**config.mk**
```make
export PLATFORM = sky130hd
export DESIGN_NAME = ocu_top
export DESIGN_NICKNAME = d
export VERILOG_FILES = /design/src/hw/ocu_pkg.sv /design/src/hw/ocu_axil_slave.sv /design/src/hw/ocu_top.sv
export VERILOG_INCLUDE_DIRS = /design/src /design/src/hw
export SDC_FILE = /design/constraint.sdc
export NUM_CORES = 1
export LEC_CHECK = 0
export BUFFER_PORTS_ARGS = -buffer_cell sky130_fd_sc_hd__buf_2
export CAP_MARGIN = 20
export CORE_MARGIN = 4
export CORE_UTILIZATION = 55
export DETAILED_ROUTE_END_ITERATION = 16
export PLACE_DENSITY = 0.92
export SLEW_MARGIN = 20
export SYNTH_ARGS = -nofsm -noshare
export SYNTH_HDL_FRONTEND = slang
export SYNTH_SLANG_ARGS = --single-unit
```
**constraint.sdc**
```tcl
create_clock -name clk_i -period 3.37 [get_ports clk_i]
set_input_delay 0 -clock clk_i [delete_from_list [all_inputs] [get_ports clk_i]]
set_output_delay 0 -clock clk_i [all_outputs]
set_load 0.02 [all_outputs]
```
**src/hw/ocu_params.svh**
```systemverilog
// Offsets, field positions, keys and reset values of the oscillator control unit
`ifndef OCU_PARAMS_SVH
`define OCU_PARAMS_SVH
`define OCU_OFS_CTRL    8'h00
`define OCU_OFS_TUNE    8'h04
`define OCU_OFS_CFG     8'h08
`define OCU_KEY_LO1     8'h46
`define OCU_KEY_LO2     8'h57
`define OCU_KEY_HI1     8'h78
`define OCU_KEY_HI2     8'h9A
`define OCU_CUR_LSB     12
`define OCU_NEW_LSB     8
`define OCU_POST_LSB    6
`define OCU_LOCK_BIT    5
`define OCU_CF_BIT      3
`define OCU_SOSC_BIT    1
`define OCU_REQ_BIT     0
`define OCU_MON_LSB     14
`define OCU_POR_LSB     8
`define OCU_PRI_LSB     0
`define OCU_CTRL_MASK   16'h7FEB
`define OCU_TUNE_MASK   16'h000F
`define OCU_CFG_MASK    24'h00C71F
`define OCU_GRP_FRC     3'h1
`define OCU_GRP_RST     3'h0
`define OCU_POST_RST    2'h0
`define OCU_TUNE_RST    4'h0
`define OCU_RESP_OKAY   2'h0
`define OCU_RESP_SLVERR 2'h2
`endif

```
**src/hw/ocu_pkg.sv**
```systemverilog
// Types shared by the oscillator control unit
package ocu_pkg;
  // Unlock state of one byte of the control register
  typedef enum logic [1:0] {
    OCU_LK_IDLE = 2'b00,
    OCU_LK_KEY  = 2'b01,
    OCU_LK_OPEN = 2'b10
  } ocu_lock_e;
  // One register write taken from the bus
  typedef struct packed {
    logic [7:0]  addr;
    logic [31:0] data;
    logic [3:0]  strb;
  } ocu_wr_s;
  // Implemented fields of the configuration word
  typedef struct packed {
    logic [1:0] mon;
    logic [2:0] por;
    logic [4:0] pri;
  } ocu_cfg_s;
endpackage : ocu_pkg

```
**src/hw/ocu_axil_slave.sv**
```systemverilog
// AXI4-Lite slave front end for the oscillator control unit
`timescale 1ns/10ps
`include "ocu_params.svh"
module ocu_axil_slave import ocu_pkg::*; (
  input  wire logic        clk_i,     // System clock
  input  wire logic        reset_i,   // Synchronous reset
  input  wire logic [7:0]  awaddr_i,  // Write address
  input  wire logic        awvalid_i, // Write address valid
  output logic             awready_o, // Write address ready
  input  wire logic [31:0] wdata_i,   // Write data
  input  wire logic [3:0]  wstrb_i,   // Byte enables
  input  wire logic        wvalid_i,  // Write data valid
  output logic             wready_o,  // Write data ready
  output logic [1:0]       bresp_o,   // Write response
  output logic             bvalid_o,  // Write response valid
  input  wire logic        bready_i,  // Write response ready
  input  wire logic [7:0]  araddr_i,  // Read address
  input  wire logic        arvalid_i, // Read address valid
  output logic             arready_o, // Read address ready
  output logic [31:0]      rdata_o,   // Read data
  output logic [1:0]       rresp_o,   // Read response
  output logic             rvalid_o,  // Read data valid
  input  wire logic        rready_i,  // Read data ready
  output ocu_wr_s          wr_o,      // Write to the register file
  output logic             wr_en_o,   // Write strobe, one cycle
  input  wire logic        wr_err_i,  // Write address unmapped
  output logic [7:0]       rd_addr_o, // Read address to the register file
  output logic             rd_en_o,   // Read strobe, one cycle
  input  wire logic [31:0] rd_data_i, // Read data from the register file
  input  wire logic        rd_err_i   // Read address unmapped
);
  logic        aw_full_ff, w_full_ff, ar_full_ff;
  logic        bvalid_ff, rvalid_ff;
  logic [1:0]  bresp_ff, rresp_ff;
  logic [31:0] rdata_ff;
  ocu_wr_s     wr_ff;
  logic        aw_take, w_take, ar_take, issue;
  logic [7:0]  araddr_ff;

  // Handshakes; address and data are taken in either order
  assign aw_take   = awvalid_i & ~aw_full_ff;
  assign w_take    = wvalid_i & ~w_full_ff;
  assign ar_take   = arvalid_i & ~ar_full_ff & ~rvalid_ff;
  assign issue     = aw_full_ff & w_full_ff & ~bvalid_ff;
  assign awready_o = ~aw_full_ff;
  assign wready_o  = ~w_full_ff;
  assign arready_o = ~ar_full_ff & ~rvalid_ff;
  assign wr_o      = wr_ff;
  assign wr_en_o   = issue;
  assign rd_addr_o = araddr_ff;
  assign rd_en_o   = ar_full_ff;
  assign bvalid_o  = bvalid_ff;
  assign bresp_o   = bresp_ff;
  assign rvalid_o  = rvalid_ff;
  assign rresp_o   = rresp_ff;
  assign rdata_o   = rdata_ff;

  // Write path: hold address and data until both are present
  always_ff @(posedge clk_i) begin
    if (reset_i) begin
      aw_full_ff <= 1'b0;
      w_full_ff  <= 1'b0;
      bvalid_ff  <= 1'b0;
      bresp_ff   <= `OCU_RESP_OKAY;
      wr_ff      <= '0;
    end else begin
      if (aw_take) wr_ff.addr <= awaddr_i;
      if (w_take) begin
        wr_ff.data <= wdata_i;
        wr_ff.strb <= wstrb_i;
      end
      aw_full_ff <= issue ? 1'b0 : (aw_full_ff | aw_take);
      w_full_ff  <= issue ? 1'b0 : (w_full_ff | w_take);
      if (issue) begin
        bvalid_ff <= 1'b1;
        bresp_ff  <= wr_err_i ? `OCU_RESP_SLVERR : `OCU_RESP_OKAY;
      end else if (bready_i) begin
        bvalid_ff <= 1'b0;
      end
    end
  end

  // Read path: data sampled one cycle after the address is taken
  always_ff @(posedge clk_i) begin
    if (reset_i) begin
      ar_full_ff <= 1'b0;
      araddr_ff  <= 8'h00;
      rvalid_ff  <= 1'b0;
      rresp_ff   <= `OCU_RESP_OKAY;
      rdata_ff   <= 32'h0000_0000;
    end else begin
      if (ar_take) araddr_ff <= araddr_i;
      ar_full_ff <= ar_take;
      if (ar_full_ff) begin
        rvalid_ff <= 1'b1;
        rdata_ff  <= rd_data_i;
        rresp_ff  <= rd_err_i ? `OCU_RESP_SLVERR : `OCU_RESP_OKAY;
      end else if (rready_i) begin
        rvalid_ff <= 1'b0;
      end
    end
  end
endmodule : ocu_axil_slave

```
**src/hw/ocu_top.sv**
```systemverilog
// Oscillator control unit: guarded control register, tuning and configuration
// ***************************************************************************
// ***************************************************************************
`timescale 1ns/10ps
`include "ocu_params.svh"
module ocu_top import ocu_pkg::*; (
  input  wire logic        clk_i,          // System clock, 250 MHz
  input  wire logic        reset_i,        // Synchronous power-on/brown-out reset
  input  wire logic [7:0]  s_axi_awaddr,   // Write address
  input  wire logic        s_axi_awvalid,  // Write address valid
  output logic             s_axi_awready,  // Write address ready
  input  wire logic [31:0] s_axi_wdata,    // Write data
  input  wire logic [3:0]  s_axi_wstrb,    // Byte enables
  input  wire logic        s_axi_wvalid,   // Write data valid
  output logic             s_axi_wready,   // Write data ready
  output logic [1:0]       s_axi_bresp,    // Write response
  output logic             s_axi_bvalid,   // Write response valid
  input  wire logic        s_axi_bready,   // Write response ready
  input  wire logic [7:0]  s_axi_araddr,   // Read address
  input  wire logic        s_axi_arvalid,  // Read address valid
  output logic             s_axi_arready,  // Read address ready
  output logic [31:0]      s_axi_rdata,    // Read data
  output logic [1:0]       s_axi_rresp,    // Read response
  output logic             s_axi_rvalid,   // Read data valid
  input  wire logic        s_axi_rready,   // Read data ready
  input  wire logic [23:0] cfg_word_i,     // Non-volatile configuration word
  input  wire logic        pll_lock_i,     // PLL lock level
  input  wire logic        clk_fail_i,     // Monitor saw the oscillator fail
  input  wire logic        switch_done_i,  // Clock switch finished
  output logic [2:0]       cur_grp_o,      // Active oscillator group
  output logic [4:0]       pri_sel_o,      // Primary variant / PLL source
  output logic             switch_req_o,   // Switch request to the switcher
  output logic [2:0]       new_grp_o,      // Target group of the switch
  output logic             monitor_en_o,   // Fail-safe monitor enabled
  output logic             clock_fail_o,   // Clock failure flag
  output logic             sosc_en_o,      // Secondary 32 kHz oscillator on
  output logic [3:0]       frc_tune_o,     // Fast RC trim
  output logic             post_en_o       // Postscaled clock enable pulse
);
  // ***************************************************************************
  // Functions
  // ***************************************************************************
  // Key sequencer for one byte; every bus access advances it
  function automatic ocu_lock_e lock_next(input ocu_lock_e st, input logic hit,
                                          input logic [7:0] b, input logic [7:0] k1,
                                          input logic [7:0] k2);
    ocu_lock_e r;
    r = OCU_LK_IDLE;
    case (st)
      OCU_LK_IDLE: r = (hit && b == k1) ? OCU_LK_KEY : OCU_LK_IDLE;
      OCU_LK_KEY: begin
        if (hit && b == k2)      r = OCU_LK_OPEN;
        else if (hit && b == k1) r = OCU_LK_KEY;
        else                     r = OCU_LK_IDLE;
      end
      default:     r = OCU_LK_IDLE;
    endcase
    return r;
  endfunction : lock_next

  // Terminal count of the postscaler
  function automatic logic [5:0] div_limit(input logic [1:0] sel);
    logic [5:0] r;
    r = 6'h00;
    case (sel)
      2'h1:    r = 6'h03;
      2'h2:    r = 6'h0F;
      2'h3:    r = 6'h3F;
      default: r = 6'h00;
    endcase
    return r;
  endfunction : div_limit

  // ***************************************************************************
  // Bus front end
  // ***************************************************************************
  ocu_wr_s     wr;
  logic        wr_en, rd_en, wr_err, rd_err;
  logic [7:0]  rd_addr;
  logic [31:0] rd_data;

  ocu_axil_slave u_bus (
    .clk_i     (clk_i),
    .reset_i   (reset_i),
    .awaddr_i  (s_axi_awaddr),
    .awvalid_i (s_axi_awvalid),
    .awready_o (s_axi_awready),
    .wdata_i   (s_axi_wdata),
    .wstrb_i   (s_axi_wstrb),
    .wvalid_i  (s_axi_wvalid),
    .wready_o  (s_axi_wready),
    .bresp_o   (s_axi_bresp),
    .bvalid_o  (s_axi_bvalid),
    .bready_i  (s_axi_bready),
    .araddr_i  (s_axi_araddr),
    .arvalid_i (s_axi_arvalid),
    .arready_o (s_axi_arready),
    .rdata_o   (s_axi_rdata),
    .rresp_o   (s_axi_rresp),
    .rvalid_o  (s_axi_rvalid),
    .rready_i  (s_axi_rready),
    .wr_o      (wr),
    .wr_en_o   (wr_en),
    .wr_err_i  (wr_err),
    .rd_addr_o (rd_addr),
    .rd_en_o   (rd_en),
    .rd_data_i (rd_data),
    .rd_err_i  (rd_err)
  );

  // ***************************************************************************
  // Pin synchronisers
  // ***************************************************************************
  logic [26:0] sync1_ff, sync2_ff;
  logic        fail_q_ff, done_q_ff;

  // Two stages before use; the configuration pins are static but still cross
  always_ff @(posedge clk_i) begin
    if (reset_i) begin
      sync1_ff  <= 27'h0;
      sync2_ff  <= 27'h0;
      fail_q_ff <= 1'b0;
      done_q_ff <= 1'b0;
    end else begin
      sync1_ff  <= {clk_fail_i, switch_done_i, pll_lock_i, cfg_word_i};
      sync2_ff  <= sync1_ff;
      fail_q_ff <= sync2_ff[26];
      done_q_ff <= sync2_ff[25];
    end
  end

  // ***************************************************************************
  // State
  // ***************************************************************************
  ocu_lock_e  lk_lo_ff, lk_hi_ff;
  ocu_cfg_s   cfg_ff;
  logic [1:0] init_ff;
  logic [2:0] cur_ff, new_ff;
  logic [1:0] post_ff;
  logic [3:0] tune_ff;
  logic [5:0] div_cnt_ff;
  logic       req_ff, cf_ff, sosc_ff, lock_ff, div_en_ff, mon_en_ff;

  // Event and decode terms
  logic       any_txn, hit_ctrl, hit_tune, hit_cfg, hit_lo, hit_hi;
  logic       lo_we, hi_we, init_done, init_load, sw_en, fsm_en;
  logic       fail_evt, done_evt;
  logic [5:0] div_lim;
  assign any_txn   = wr_en | rd_en;
  assign hit_ctrl  = wr_en && wr.addr == `OCU_OFS_CTRL;
  assign hit_tune  = wr_en && wr.addr == `OCU_OFS_TUNE;
  assign hit_cfg   = wr_en && wr.addr == `OCU_OFS_CFG;
  assign hit_lo    = hit_ctrl & wr.strb[0];
  assign hit_hi    = hit_ctrl & wr.strb[1];
  assign lo_we     = hit_lo && lk_lo_ff == OCU_LK_OPEN;
  assign hi_we     = hit_hi && lk_hi_ff == OCU_LK_OPEN;
  assign init_load = init_ff == 2'h2;
  assign init_done = init_ff == 2'h3;
  assign sw_en     = ~cfg_ff.mon[1];
  assign fsm_en    = cfg_ff.mon == 2'h0;
  assign fail_evt  = sync2_ff[26] & ~fail_q_ff & fsm_en & init_done;
  assign done_evt  = sync2_ff[25] & ~done_q_ff & req_ff;
  assign div_lim   = div_limit(post_ff);

  // Key sequencers; any access other than the next key, a repeated first key or the write closes them
  always_ff @(posedge clk_i) begin
    if (reset_i) begin
      lk_lo_ff <= OCU_LK_IDLE;
      lk_hi_ff <= OCU_LK_IDLE;
    end else if (any_txn) begin
      lk_lo_ff <= lock_next(lk_lo_ff, hit_lo, wr.data[7:0],
                            `OCU_KEY_LO1, `OCU_KEY_LO2);
      lk_hi_ff <= lock_next(lk_hi_ff, hit_hi, wr.data[15:8],
                            `OCU_KEY_HI1, `OCU_KEY_HI2);
    end
  end

  // Configuration capture after reset release, once the pins have settled
  always_ff @(posedge clk_i) begin
    if (reset_i) begin
      init_ff   <= 2'h0;
      cfg_ff    <= '0;
      mon_en_ff <= 1'b0;
    end else begin
      if (!init_done) init_ff <= init_ff + 2'h1;
      if (init_load) begin
        cfg_ff.mon <= sync2_ff[`OCU_MON_LSB +: 2];
        cfg_ff.por <= sync2_ff[`OCU_POR_LSB +: 3];
        cfg_ff.pri <= sync2_ff[`OCU_PRI_LSB +: 5];
        mon_en_ff  <= sync2_ff[`OCU_MON_LSB +: 2] == 2'h0;
      end
    end
  end

  // Oscillator groups; failure beats a completed switch
  always_ff @(posedge clk_i) begin
    if (reset_i) begin
      cur_ff <= `OCU_GRP_RST;
      new_ff <= `OCU_GRP_RST;
    end else if (init_load) begin
      cur_ff <= sync2_ff[`OCU_POR_LSB +: 3];
      new_ff <= sync2_ff[`OCU_POR_LSB +: 3];
    end else if (init_done) begin
      if (hi_we) new_ff <= wr.data[`OCU_NEW_LSB +: 3];
      if (!sw_en)        cur_ff <= cfg_ff.por;
      else if (fail_evt) cur_ff <= `OCU_GRP_FRC;
      else if (done_evt) cur_ff <= new_ff;
    end
  end

  // Request and failure flag; hardware wins over a software write: a failure sets the flag, events or disabled switching clear the request
  always_ff @(posedge clk_i) begin
    if (reset_i) begin
      req_ff <= 1'b0;
      cf_ff  <= 1'b0;
    end else begin
      if (!sw_en || fail_evt || done_evt) req_ff <= 1'b0;
      else if (lo_we) req_ff <= wr.data[`OCU_REQ_BIT];
      if (fail_evt) cf_ff <= 1'b1;
      else if (lo_we && !wr.data[`OCU_CF_BIT]) cf_ff <= 1'b0;
    end
  end

  // Plain control fields and lock status
  always_ff @(posedge clk_i) begin
    if (reset_i) begin
      post_ff <= `OCU_POST_RST;
      sosc_ff <= 1'b0;
      tune_ff <= `OCU_TUNE_RST;
      lock_ff <= 1'b0;
    end else begin
      lock_ff <= sync2_ff[24];
      if (lo_we) begin
        post_ff <= wr.data[`OCU_POST_LSB +: 2];
        sosc_ff <= wr.data[`OCU_SOSC_BIT];
      end
      if (hit_tune && wr.strb[0]) tune_ff <= wr.data[3:0];
    end
  end

  // Postscaler; a slower rate is an enable pulse, never a second clock
  always_ff @(posedge clk_i) begin
    if (reset_i) begin
      div_cnt_ff <= 6'h00;
      div_en_ff  <= 1'b0;
    end else begin
      div_cnt_ff <= (div_cnt_ff >= div_lim) ? 6'h00 : div_cnt_ff + 6'h01;
      div_en_ff  <= div_cnt_ff >= div_lim;
    end
  end

  // ***************************************************************************
  // Read decode
  // ***************************************************************************
  logic [15:0] ctrl_rd, tune_rd;
  logic [23:0] cfg_rd;
  assign ctrl_rd = {1'b0, cur_ff, 1'b0, new_ff, post_ff, lock_ff, 1'b0,
                    cf_ff, 1'b0, sosc_ff, req_ff} & `OCU_CTRL_MASK;
  assign tune_rd = {12'h000, tune_ff} & `OCU_TUNE_MASK;
  assign cfg_rd  = {8'h00, cfg_ff.mon, 3'h0, cfg_ff.por, 3'h0,
                    cfg_ff.pri} & `OCU_CFG_MASK;
  // Address decoding; the configuration word is read-only over the bus
  assign rd_data = (rd_addr == `OCU_OFS_CTRL) ? {16'h0000, ctrl_rd} :
                   (rd_addr == `OCU_OFS_TUNE) ? {16'h0000, tune_rd} :
                   (rd_addr == `OCU_OFS_CFG)  ? {8'h00, cfg_rd} : 32'h0000_0000;
  assign rd_err  = rd_addr != `OCU_OFS_CTRL && rd_addr != `OCU_OFS_TUNE &&
                   rd_addr != `OCU_OFS_CFG;
  assign wr_err  = ~(hit_ctrl | hit_tune | hit_cfg);

  // Outputs, each straight from a flop
  assign cur_grp_o    = cur_ff;
  assign pri_sel_o    = cfg_ff.pri;
  assign switch_req_o = req_ff;
  assign new_grp_o    = new_ff;
  assign monitor_en_o = mon_en_ff;
  assign clock_fail_o = cf_ff;
  assign sosc_en_o    = sosc_ff;
  assign frc_tune_o   = tune_ff;
  assign post_en_o    = div_en_ff;
endmodule : ocu_top

```
==> flow_summary.toml, run 1 <==
[critical_path]
crit_slowest_cell = "dlygate4sd3_1"
worstPathMaxFanout = 10
r2r_end = "u_bus.rd_addr_o[1]"
critPathLaunch = "u_bus.rd_en_o"
critPathLaunchType = "flip-flop"
r2r_cells = 6
crit_end = "u_bus.rd_addr_o[1]"
worstPathRequired_ns = 3.82
timing.rr.start = "u_bus.rd_en_o"
critPathTopFamily = "buffers and inverters"
end_kind = "flip-flop"
cp_slowest_stage_delay_ns = 0.59
cp_cell_sequence = "nor2_1, and2_1, nand2_1, dlygate4sd3_1, a21oi_1, dlygate4sd3_1"
critical_path_arrival_ns = 2.93
crit_cells = 6
critical_path_class = "reg2reg"
path_buf_inv = 2
r2r_slack_ns = 0.89
cpMostUsedCell = "dlygate4sd3_1"

[placement]
io_buffers = 95
dp_hpwl_um = 7721
gp_congestion = 0.8559
dp_slack_ns = 1.294

[yosys]
synth_area_mm2 = 0.004969
yosysUniqueCellTypes = 57
synth-async-reset-ratio_pct = 0
synth_seq_cells = 124
synth_edf_count = 0
synthesis.instances = 537
syn_avg_cell_area_um2 = 9.252
ys.flop_type = "dfxtp_1"
synth-seq-area-share_pct = 49.96
synth_warnings = 0

[outcome]
run_status = "complete, no violations"

[die]
fp.dieH_um = 103.0
die_area_mm2 = 0.01062
die_x_um = 103.0
io_pins = 147
rows = 34
core_mm2 = 0.008763
start_util_pct = 56.70

[sta]
tightest_slew_ns = 0.9393
slew_headroom_pct = 37.25
setup_slack_ns = 0.8908
setup_viol = 0
finalHoldViolCount = 0
drv_slew = 0
skew_ns = 0.007897
max_freq_mhz = 403.4
tns_ns = 0
rsz0062_at_grt = "no"
timing.hold.ws_ns = 0.02440
min_period_over_period_pct = 73.57
period_needed_ns = 2.479

[clock_tree]
cts.sinks = 124
clock_path_buffers = 2
cts_max_level = 4
cts-hold-fix-buffers = 63
post_cts_buffers = 0
clockRootBuffer = "clkbuf_8"
tritoncts = "built"
clock_latency_ns = 0.51
ctsResizeCount = 0
clkTransAtPathRegs_ns = 0.06
cts_buffers = 17

[worst_hold_path]
whs_path_depth = 2
hold_class = "in2reg"

[global_route]
antenna_found_initial = 0
grt_max_degree = 118
grt_pass1_wl_um = 20890
gr-usage-all-layers_pct = 25.40
grt_pass1_vias = 4257
gr-total-overflow = 0

[layout]
syn_to_final_growth_pct = 32.26
drive_above_1_share_pct = 20.12
antenna_cells = 0
seqCellArea_mm2 = 0.002482
fin_util_pct = 74.99
finalNetCount = 776
fillers = 544
multi_input_area_mm2 = 0.002221

[routing]
via_count = 4443
ant_nets = 0
drtPass1Iterations = 7
drtIter0Drc = 344
wirelength_um = 13510
via_per_inst = 5.561
wl_per_cell_um = 16.91
drc = 0

[pwr]
vdd_drop_max_uv = 292.8
power.density_mw_per_mm2 = 577.6
cellLeakagePower_nw = 2.837

[run]
drv_cap = 0
==> worst reg2reg max path, cell delays in order, from the launching register on <==
cell	delay, ns
dfxtp_1	0.44
nor2_1	0.24
and2_1	0.32
nand2_1	0.08
dlygate4sd3_1	0.57
a21oi_1	0.19
dlygate4sd3_1	0.59
==> synth_stat cells (2+ instances only) <==
master | count | share of area (%)
buf_4 | 24 | 3.6
and3_1 | 2 | 0.25
nand4b_1 | 2 | 0.35
mux2i_1 | 29 | 5.8
nor4bb_1 | 2 | 0.40
nor4_4 | 2 | 0.86
nor4_1 | 2 | 0.25
clkbuf_1 | 21 | 1.6
a211o_1 | 2 | 0.35
o2bb2ai_1 | 2 | 0.35
xor2_1 | 3 | 0.53
a21oi_1 | 42 | 4.2
buf_2 | 4 | 0.40
and3b_1 | 3 | 0.53
nand2b_1 | 3 | 0.38
mux2_2 | 4 | 0.91
nor3b_1 | 2 | 0.30
inv_1 | 12 | 0.91
and4_1 | 2 | 0.35
nor2b_1 | 36 | 4.5
nand3_1 | 10 | 1.0
nor3_1 | 13 | 1.3
ha_1 | 9 | 2.3
nand4_1 | 2 | 0.25
nand2_1 | 68 | 5.1
a22oi_1 | 9 | 1.4
a32oi_1 | 2 | 0.35
dfxtp_1 | 124 | 50
buf_1 | 3 | 0.23
nor2_1 | 57 | 4.3
o21a_1 | 4 | 0.60
or4_1 | 2 | 0.30
or2_2 | 3 | 0.38
a22o_1 | 5 | 0.88
xnor2_1 | 2 | 0.35
a221oi_1 | 2 | 0.35
o21ai_0 | 3 | 0.30
==> flip-flops by register name, summed over array words and instances (netlist names), 4 cells and up <==
name	cells
frc_tune_o	4
cfg_ff	5
pri_sel_o	5
sync2_ff	13
sync1_ff	13
u_bus.rdata_o	15
u_bus.rd_addr_o	8
u_bus.wr_o	26
div_cnt_ff	6
==> final cells by class <==
| class | instances | share of cell area (%) |
|---|---|---|
| Clock buffer | 21 | 6.835 |
| Clock inverter | 8 | 1.809 |
| Inverter | 12 | 0.6855 |
| Multi-Input combinational cell | 367 | 33.80 |
| Sequential cell | 124 | 37.78 |
| Tap cell | 108 | 2.056 |
| Timing Repair Buffer | 159 | 17.04 |
==> cell families after synthesis <==
kind of cell,synth area share [%]
compound gates,10.40
xor+xnor,0.8816
fa+ha+maj,2.266
buf+inv,6.749
flops,49.96
mux,6.749
other cells,0.07548
simple gates,22.92
==> worst min-delay path by stage <==
stage,endpoint,slack [ns],start
final,sync1_ff[9],0.02,reset_i
after global routing,sync1_ff[9],0.06,reset_i
after CTS,u_bus.wr_o[38],0.16,reset_i
after detailed placement,sync1_ff[1],0.21,cfg_word_i[1]
after global placement,sync1_ff[1],0.21,cfg_word_i[1]
after floorplan,sync1_ff[0],0.13,cfg_word_i[0]
==> placed cells by master, fill, tap and decap left out, types with 3 or more instances in the layout <==
master and instances:
nor2b_1 35, o21ai_0 3, clkbuf_16 16, ha_1 9, mux2i_1 29, nor2_1 57
nand2b_1 3, nand2_1 68, inv_1 12, o21a_1 4, or2_2 3, nand3_1 10
clkbuf_8 3, and3b_1 3, clkinv_2 4, a22o_1 5, nor3_1 13, mux2_2 4
buf_2 94, dfxtp_1 124, bufinv_16 3, a22oi_1 9, xor2_1 3, dlygate4sd3_1 63
conb_1 19, a21oi_1 42
==> per-stage QoR <==
| stage | cells | power, mW | area, um^2 |
|---|---|---|---|
| after detailed placement | 707 | 1.974 | 5366 |
| after global routing | 799 | 3.910 | 6571 |
| after global placement | 707 | 1.957 | 5366 |
| after CTS | 799 | 3.779 | 6565 |
| after floorplan | 555 | 1.891 | 5036 |
| final | 799 | 3.795 | 6571 |
==> power breakdown <==
| group | internal [mW] | switching, mW |
|---|---|---|
| Clock | 1.15 | 0.622 |
| Sequential | 1.53 | 0.0618 |
| Combinational | 0.196 | 0.233 |
| Total | 2.88 | 0.917 |
==> per-layer routing <==
layer | wire length, um | GRT usage [%]
met5 | 0 | 0
met4 | 412 | 10.96
met3 | 864 | 5.683
met2 | 6850 | 44.65
met1 | 5384 | 29.59
Power figures use the tool's default switching activity.
==> run 2: changes to the inputs <==
- CORE_UTILIZATION: 55 -> 51
- PLACE_DENSITY: 0.92 -> 0.87
- clock period: 3.37 -> 2.3 ns (I/O delays scaled with it)
==> run 2 against run 1 <==
Net effect:
- die area is 7.2% higher
- sequential power grew 46%
- design area down 0.70%
- critical path type unchanged
- critical endpoint is now div_cnt_ff[5]
- highest routed layer unchanged
==> flow_summary.toml, run 2 (synthesized netlist as in run 1, its figures left out) <==
[outcome]
run_status = "complete, no violations"

[clock_tree]
tritoncts = "built"
cts_buffers = 17
clockRootBuffer = "clkbuf_8"
clkTransAtPathRegs_ns = 0.06
clock_latency_ns = 0.51
cts_max_level = 4
clock_path_buffers = 2
cts.sinks = 124

[run]
drv_cap = 0

[critical_path]
timing.rr.start = "post_ff[1]"
critical_path_arrival_ns = 2.37
end_kind = "flip-flop"
worstPathMaxFanout = 6
r2r_end = "div_cnt_ff[5]"
r2r_cells = 6
critical_path_class = "reg2reg"
r2r_slack_ns = 0.37
worstPathRequired_ns = 2.74
critPathLaunchType = "flip-flop"

[layout]
fillers = 691
final_cells = 823
largest_reg_flops = 26
final_cell_mix = "dfxtp_1, buf_2, nand2_1"
multi_input_area_mm2 = 0.002218
finalNetCount = 777
final_common_cell = "dfxtp_1"
syn_to_final_growth_pct = 31.33
seqCellArea_mm2 = 0.002482
drive_above_1_share_pct = 20.46
antenna_cells = 0

[die]
fp.dieH_um = 106.7
start_util_pct = 53.02
die_x_um = 106.7
rows = 35
die_area_mm2 = 0.01138
core_mm2 = 0.009371
io_pins = 147

[global_route]
gr-usage-all-layers_pct = 22.80
gr-total-overflow = 0
grt_pass1_wl_um = 20540
antenna_found_initial = 0
grt_pass1_vias = 4274
grt_max_degree = 82

[pwr]
p_sw_share_pct = 25.12
cellLeakagePower_nw = 2.791
power.net_switching_mw = 1.306
vdd_drop_max_uv = 404.3
pwr-share-seq_pct = 45.0
clkPwrFrac_pct = 42.9
power_frac_comb_pct = 12.1
p_int_mw = 3.894
power.density_mw_per_mm2 = 796.9

[worst_hold_path]
whs_path_depth = 2
holdPathEnd = "u_bus.wr_o[41]"
hold_class = "in2reg"
min_from = "reset_i"

[sta]
drv_slew = 0
slew_headroom_pct = 48.35
period_needed_ns = 1.933
finalHoldViolCount = 0
tightest_slew_ns = 0.7748
skew_ns = 0.006502
rsz0062_at_grt = "no"
setup_viol = 0
min_period_over_period_pct = 84.05
max_freq_mhz = 517.3
tns_ns = 0

[placement]
placed_cells = 732
io_buffers = 95
dp_hpwl_um = 7989
gp_congestion = 0.7954

[routing]
wirelength_um = 12790
via_count = 4267
ant_nets = 0
drtIter0Drc = 321
drc = 0
via_per_inst = 5.185
wl_per_cell_um = 15.55
drtPass1Iterations = 5
-- run 2: layer usage --
metal / up-vias / GRT usage [%] / wire [um]
li1: 2071 / - / -
met2: 167 / 40.56 / 6561
met5: - / 0 / 0
met1: 2001 / 26.04 / 5194
met4: 0 / 10.14 / 248
met3: 28 / 5.117 / 789
-- run 2: how the worst max path moves through the flow --
stage | cells past startpoint | from | to
after detailed placement | 6 | post_ff[1] | div_cnt_ff[3]
final | 6 | post_ff[1] | div_cnt_ff[5]
after floorplan | 5 | init_ff[0] | cur_grp_o[0]
after global routing | 6 | post_ff[1] | div_cnt_ff[3]
after CTS | 6 | post_ff[1] | div_cnt_ff[5]
after global placement | 6 | init_ff[0] | cur_grp_o[0]
-- run 2: repair_timing --
action,CTS,global route
setup buffers,0,0
resized for setup,0,0
endpoints found under the hold margin,52,0
hold buffers,60,0
-- run 2: critical path, cell delays in order, from the launching register on --
cell	delay (ns)
dfxtp_1	0.36
or2_2	0.33
ha_1	0.27
nand2b_1	0.14
a211oi_1	0.33
o211ai_1	0.26
nor2_1	0.17
-- run 2: power groups by stage --
stage	registers, mW	logic, mW	clock network (mW)
floorplan	2.37	0.402	0
global placement	2.37	0.505	0
detailed placement	2.38	0.523	0
CTS	2.33	0.614	2.26
global route	2.35	0.680	2.35
finish	2.34	0.627	2.23
-- run 2: metrics by stage --
stage               hold slack (ns)  worst slack [ns]  total power [mW]  instance area, um^2  utilization [%]
floorplan                    0.1282            0.6282             2.770                 5036                -
global placement             0.2063            0.5231             2.874                 5423            57.86
detailed placement           0.2116            0.4062             2.900                 5423            57.86
CTS                         0.02388            0.3694             5.207                 6525            69.63
global route                0.07361            0.1968             5.384                 6525            69.63
finish                      0.05448            0.3669             5.200                 6525            69.63
-- run 2: area by class of cell --
cell class | instances | share of cell area, %
Tap cell | 129 | 2.474
Inverter | 12 | 0.6903
Multi-Input combinational cell | 367 | 34.00
Clock inverter | 8 | 0.6903
Clock buffer | 23 | 6.999
Timing Repair Buffer | 160 | 17.10
Sequential cell | 124 | 38.04
==> run 3: changes to the inputs <==
- ABC_AREA: unset -> 1
- clock period: 2.3 -> 1.82 ns (I/O delays scaled with it)
==> run 3 against run 2 <==
Net effect:
- first-iteration DRC count is 8.7% higher
- setup slack worse by 0.21 ns
- clock-buffer cell count is 6 lower
- clock power is 44% higher
- sequential power is 28% higher
- fmax is 16% higher
- power is 37% higher
- critical path depth is 1 lower
- synthesized area is 0.73% higher
- largest cell class unchanged
==> flow_summary.toml, run 3 <==
[outcome]
run_status = "complete, no violations"

[die]
rows = 35
core_mm2 = 0.009415
fp.dieH_um = 107.1
die_x_um = 107.1
start_util_pct = 53.16
die_area_mm2 = 0.01146
io_pins = 147

[pwr]
power.density_mw_per_mm2 = 1066
power.net_switching_mw = 1.922
power_mw = 7.132
power_frac_comb_pct = 12.8
p_int_mw = 5.209
pwr-share-seq_pct = 42.1
p_sw_share_pct = 26.96
cellLeakagePower_nw = 3.105
clkPwrFrac_pct = 45.1
vdd_drop_max_uv = 723.5

[yosys]
synth-seq-area-share_pct = 49.60
synth_edf_count = 0
synth-async-reset-ratio_pct = 0
synth_area_leaders = "dfxtp_1, nor2_1, inv_1, o21ai_0, a21oi_1"
yosysTopAreaCell = "dfxtp_1"
synth_warnings = 0
synth_seq_cells = 124
synth_area_mm2 = 0.005005
synth_common_cells = "dfxtp_1, nor2_1, inv_1"
ys.flop_type = "dfxtp_1"
netlist.area_leader.share_pct = 49.60
syn_avg_cell_area_um2 = 7.549
synthesis.instances = 663
yosysUniqueCellTypes = 31

[run]
drv_cap = 0

[critical_path]
worstPathRequired_ns = 2.23
r2r_end = "u_bus.rd_addr_o[4]"
critical_path_class = "reg2reg"
critical_path_arrival_ns = 2.07
cpMostUsedCell = "nor2_1"
crit_slowest_cell = "dlygate4sd3_1"
cp_cell_sequence = "nor2_1, nand2_2, o21ai_0, dlygate4sd3_1, nor2_1"
worstPathMaxFanout = 14
r2r_slack_ns = 0.15
timing.rr.start = "u_bus.rd_en_o"
cp_slowest_stage_delay_ns = 0.58
critPathLaunchType = "flip-flop"
critPathTopFamily = "buffers and inverters"
critPathLaunch = "u_bus.rd_en_o"
end_kind = "flip-flop"
path_buf_inv = 1
r2r_cells = 5

[sta]
finalHoldViolCount = 0
slew_headroom_pct = 60.74
drv_slew = 0
max_freq_mhz = 600.2
setup_viol = 0
min_period_over_period_pct = 91.54
period_needed_ns = 1.666
rsz0062_at_grt = "no"
setup_slack_ns = 0.1540
tightest_slew_ns = 0.5889
skew_ns = 0.008598
timing.hold.ws_ns = 0.2112
tns_ns = 0

[global_route]
antenna_found_initial = 0
grt_max_degree = 57
met2_usage_pct = 39.01
gr-total-overflow = 0
met3_usage_pct = 6.562
grt_pass1_vias = 4461
gr-usage-all-layers_pct = 21.83
grt_use_met1_pct = 24.37
grt_pass1_wl_um = 20000
busiest_layer = "met2"

[layout]
drive_above_1_share_pct = 17.79
seqCellArea_mm2 = 0.002482
syn_to_final_growth_pct = 33.73
largest_reg_flops = 26
finalNetCount = 914
final_cell_mix = "nor2_1, dfxtp_1, buf_2"
multi_input_area_mm2 = 0.001951
fin_util_pct = 71.08
fillers = 698
antenna_cells = 0

[clock_tree]
cts_max_level = 4
cts.sinks = 124
cts_buffers = 17
clock_path_buffers = 2
tritoncts = "built"
clockRootBuffer = "clkbuf_8"
clock_latency_ns = 0.51
clkTransAtPathRegs_ns = 0.06

[placement]
dp_slack_ns = 0.2471
gp_congestion = 0.8773
io_buffers = 95
dp_hpwl_um = 7844

[routing]
drc = 0
drtPass1Iterations = 5
drtIter0Drc = 349
via_count = 4625
wirelength_um = 12150
ant_nets = 0
via_per_inst = 4.813
wl_per_cell_um = 12.64

[worst_hold_path]
min_from = "s_axi_rready"
whs_path_depth = 3
hold_class = "in2reg"
holdPathEnd = "u_bus.rvalid_o"
[run 3: layout make-up]
type	instances	share of cell area (%)
clock inverter	15	2.430
inverter	98	5.496
timing repair buffer	165	17.24
tap	129	2.412
multi-input combinational	413	29.15
clock buffer	17	6.188
sequential	124	37.09
[run 3: power groups by stage]
stage / clock network (mW) / registers (mW) / logic, mW
2_1_floorplan: 0 / 3.07 / 0.568
3_3_place_gp: 0 / 3.05 / 0.776
3_5_place_dp: 0 / 3.05 / 0.786
4_1_cts: 3.27 / 3.00 / 0.903
5_1_grt: 3.40 / 3.02 / 1.02
6_report: 3.22 / 3.00 / 0.913
[run 3: what timing repair did]
action / CTS / global route
buffers inserted: 0 / 0
endpoints found under the hold margin: 60 / 0
resized for setup: 0 / 3
setup endpoints to repair: 0 / 5
hold buffers: 61 / 0
[run 3: logic make-up (layout without fill, tap and decap cells)]
family          Yosys count  after routing  share of synthesized area (%)
fa+ha+maj                 9              9                          2.250
flops                   124            124                          49.60
buf+inv                 144            295                          12.87
xor+xnor                  1              1                         0.1750
other cells               1             19                        0.07493
compound gates          136            136                          14.33
simple gates            248            248                          20.70
[run 3: worst reg2reg max path, cell delays in order (launching register included)]
cell,delay (ns)
dfxtp_1,0.32
nor2_1,0.21
nand2_2,0.20
o21ai_0,0.22
dlygate4sd3_1,0.58
nor2_1,0.04
[run 3: worst max path at each step]
stage	to	cells after the start
floorplan	u_bus.rd_addr_o[6]	6
global placement	div_cnt_ff[2]	8
detailed placement	div_cnt_ff[2]	8
CTS	u_bus.rd_addr_o[5]	5
global route	u_bus.wr_o[43]	5
finish	u_bus.rd_addr_o[4]	5
[run 3: per-layer routing]
metal	part of all wire [%]	vias up
met4	2.3	0
li1	-	2380
met2	51	157
met3	5.9	24
met5	0	-
met1	41	2064
[run 3: metrics by stage]
stage | std cells | area, um^2
final | 961 | 6693
after global routing | 961 | 6693
after CTS | 961 | 6688
after detailed placement | 868 | 5500
after global placement | 868 | 5500
after floorplan | 681 | 5072
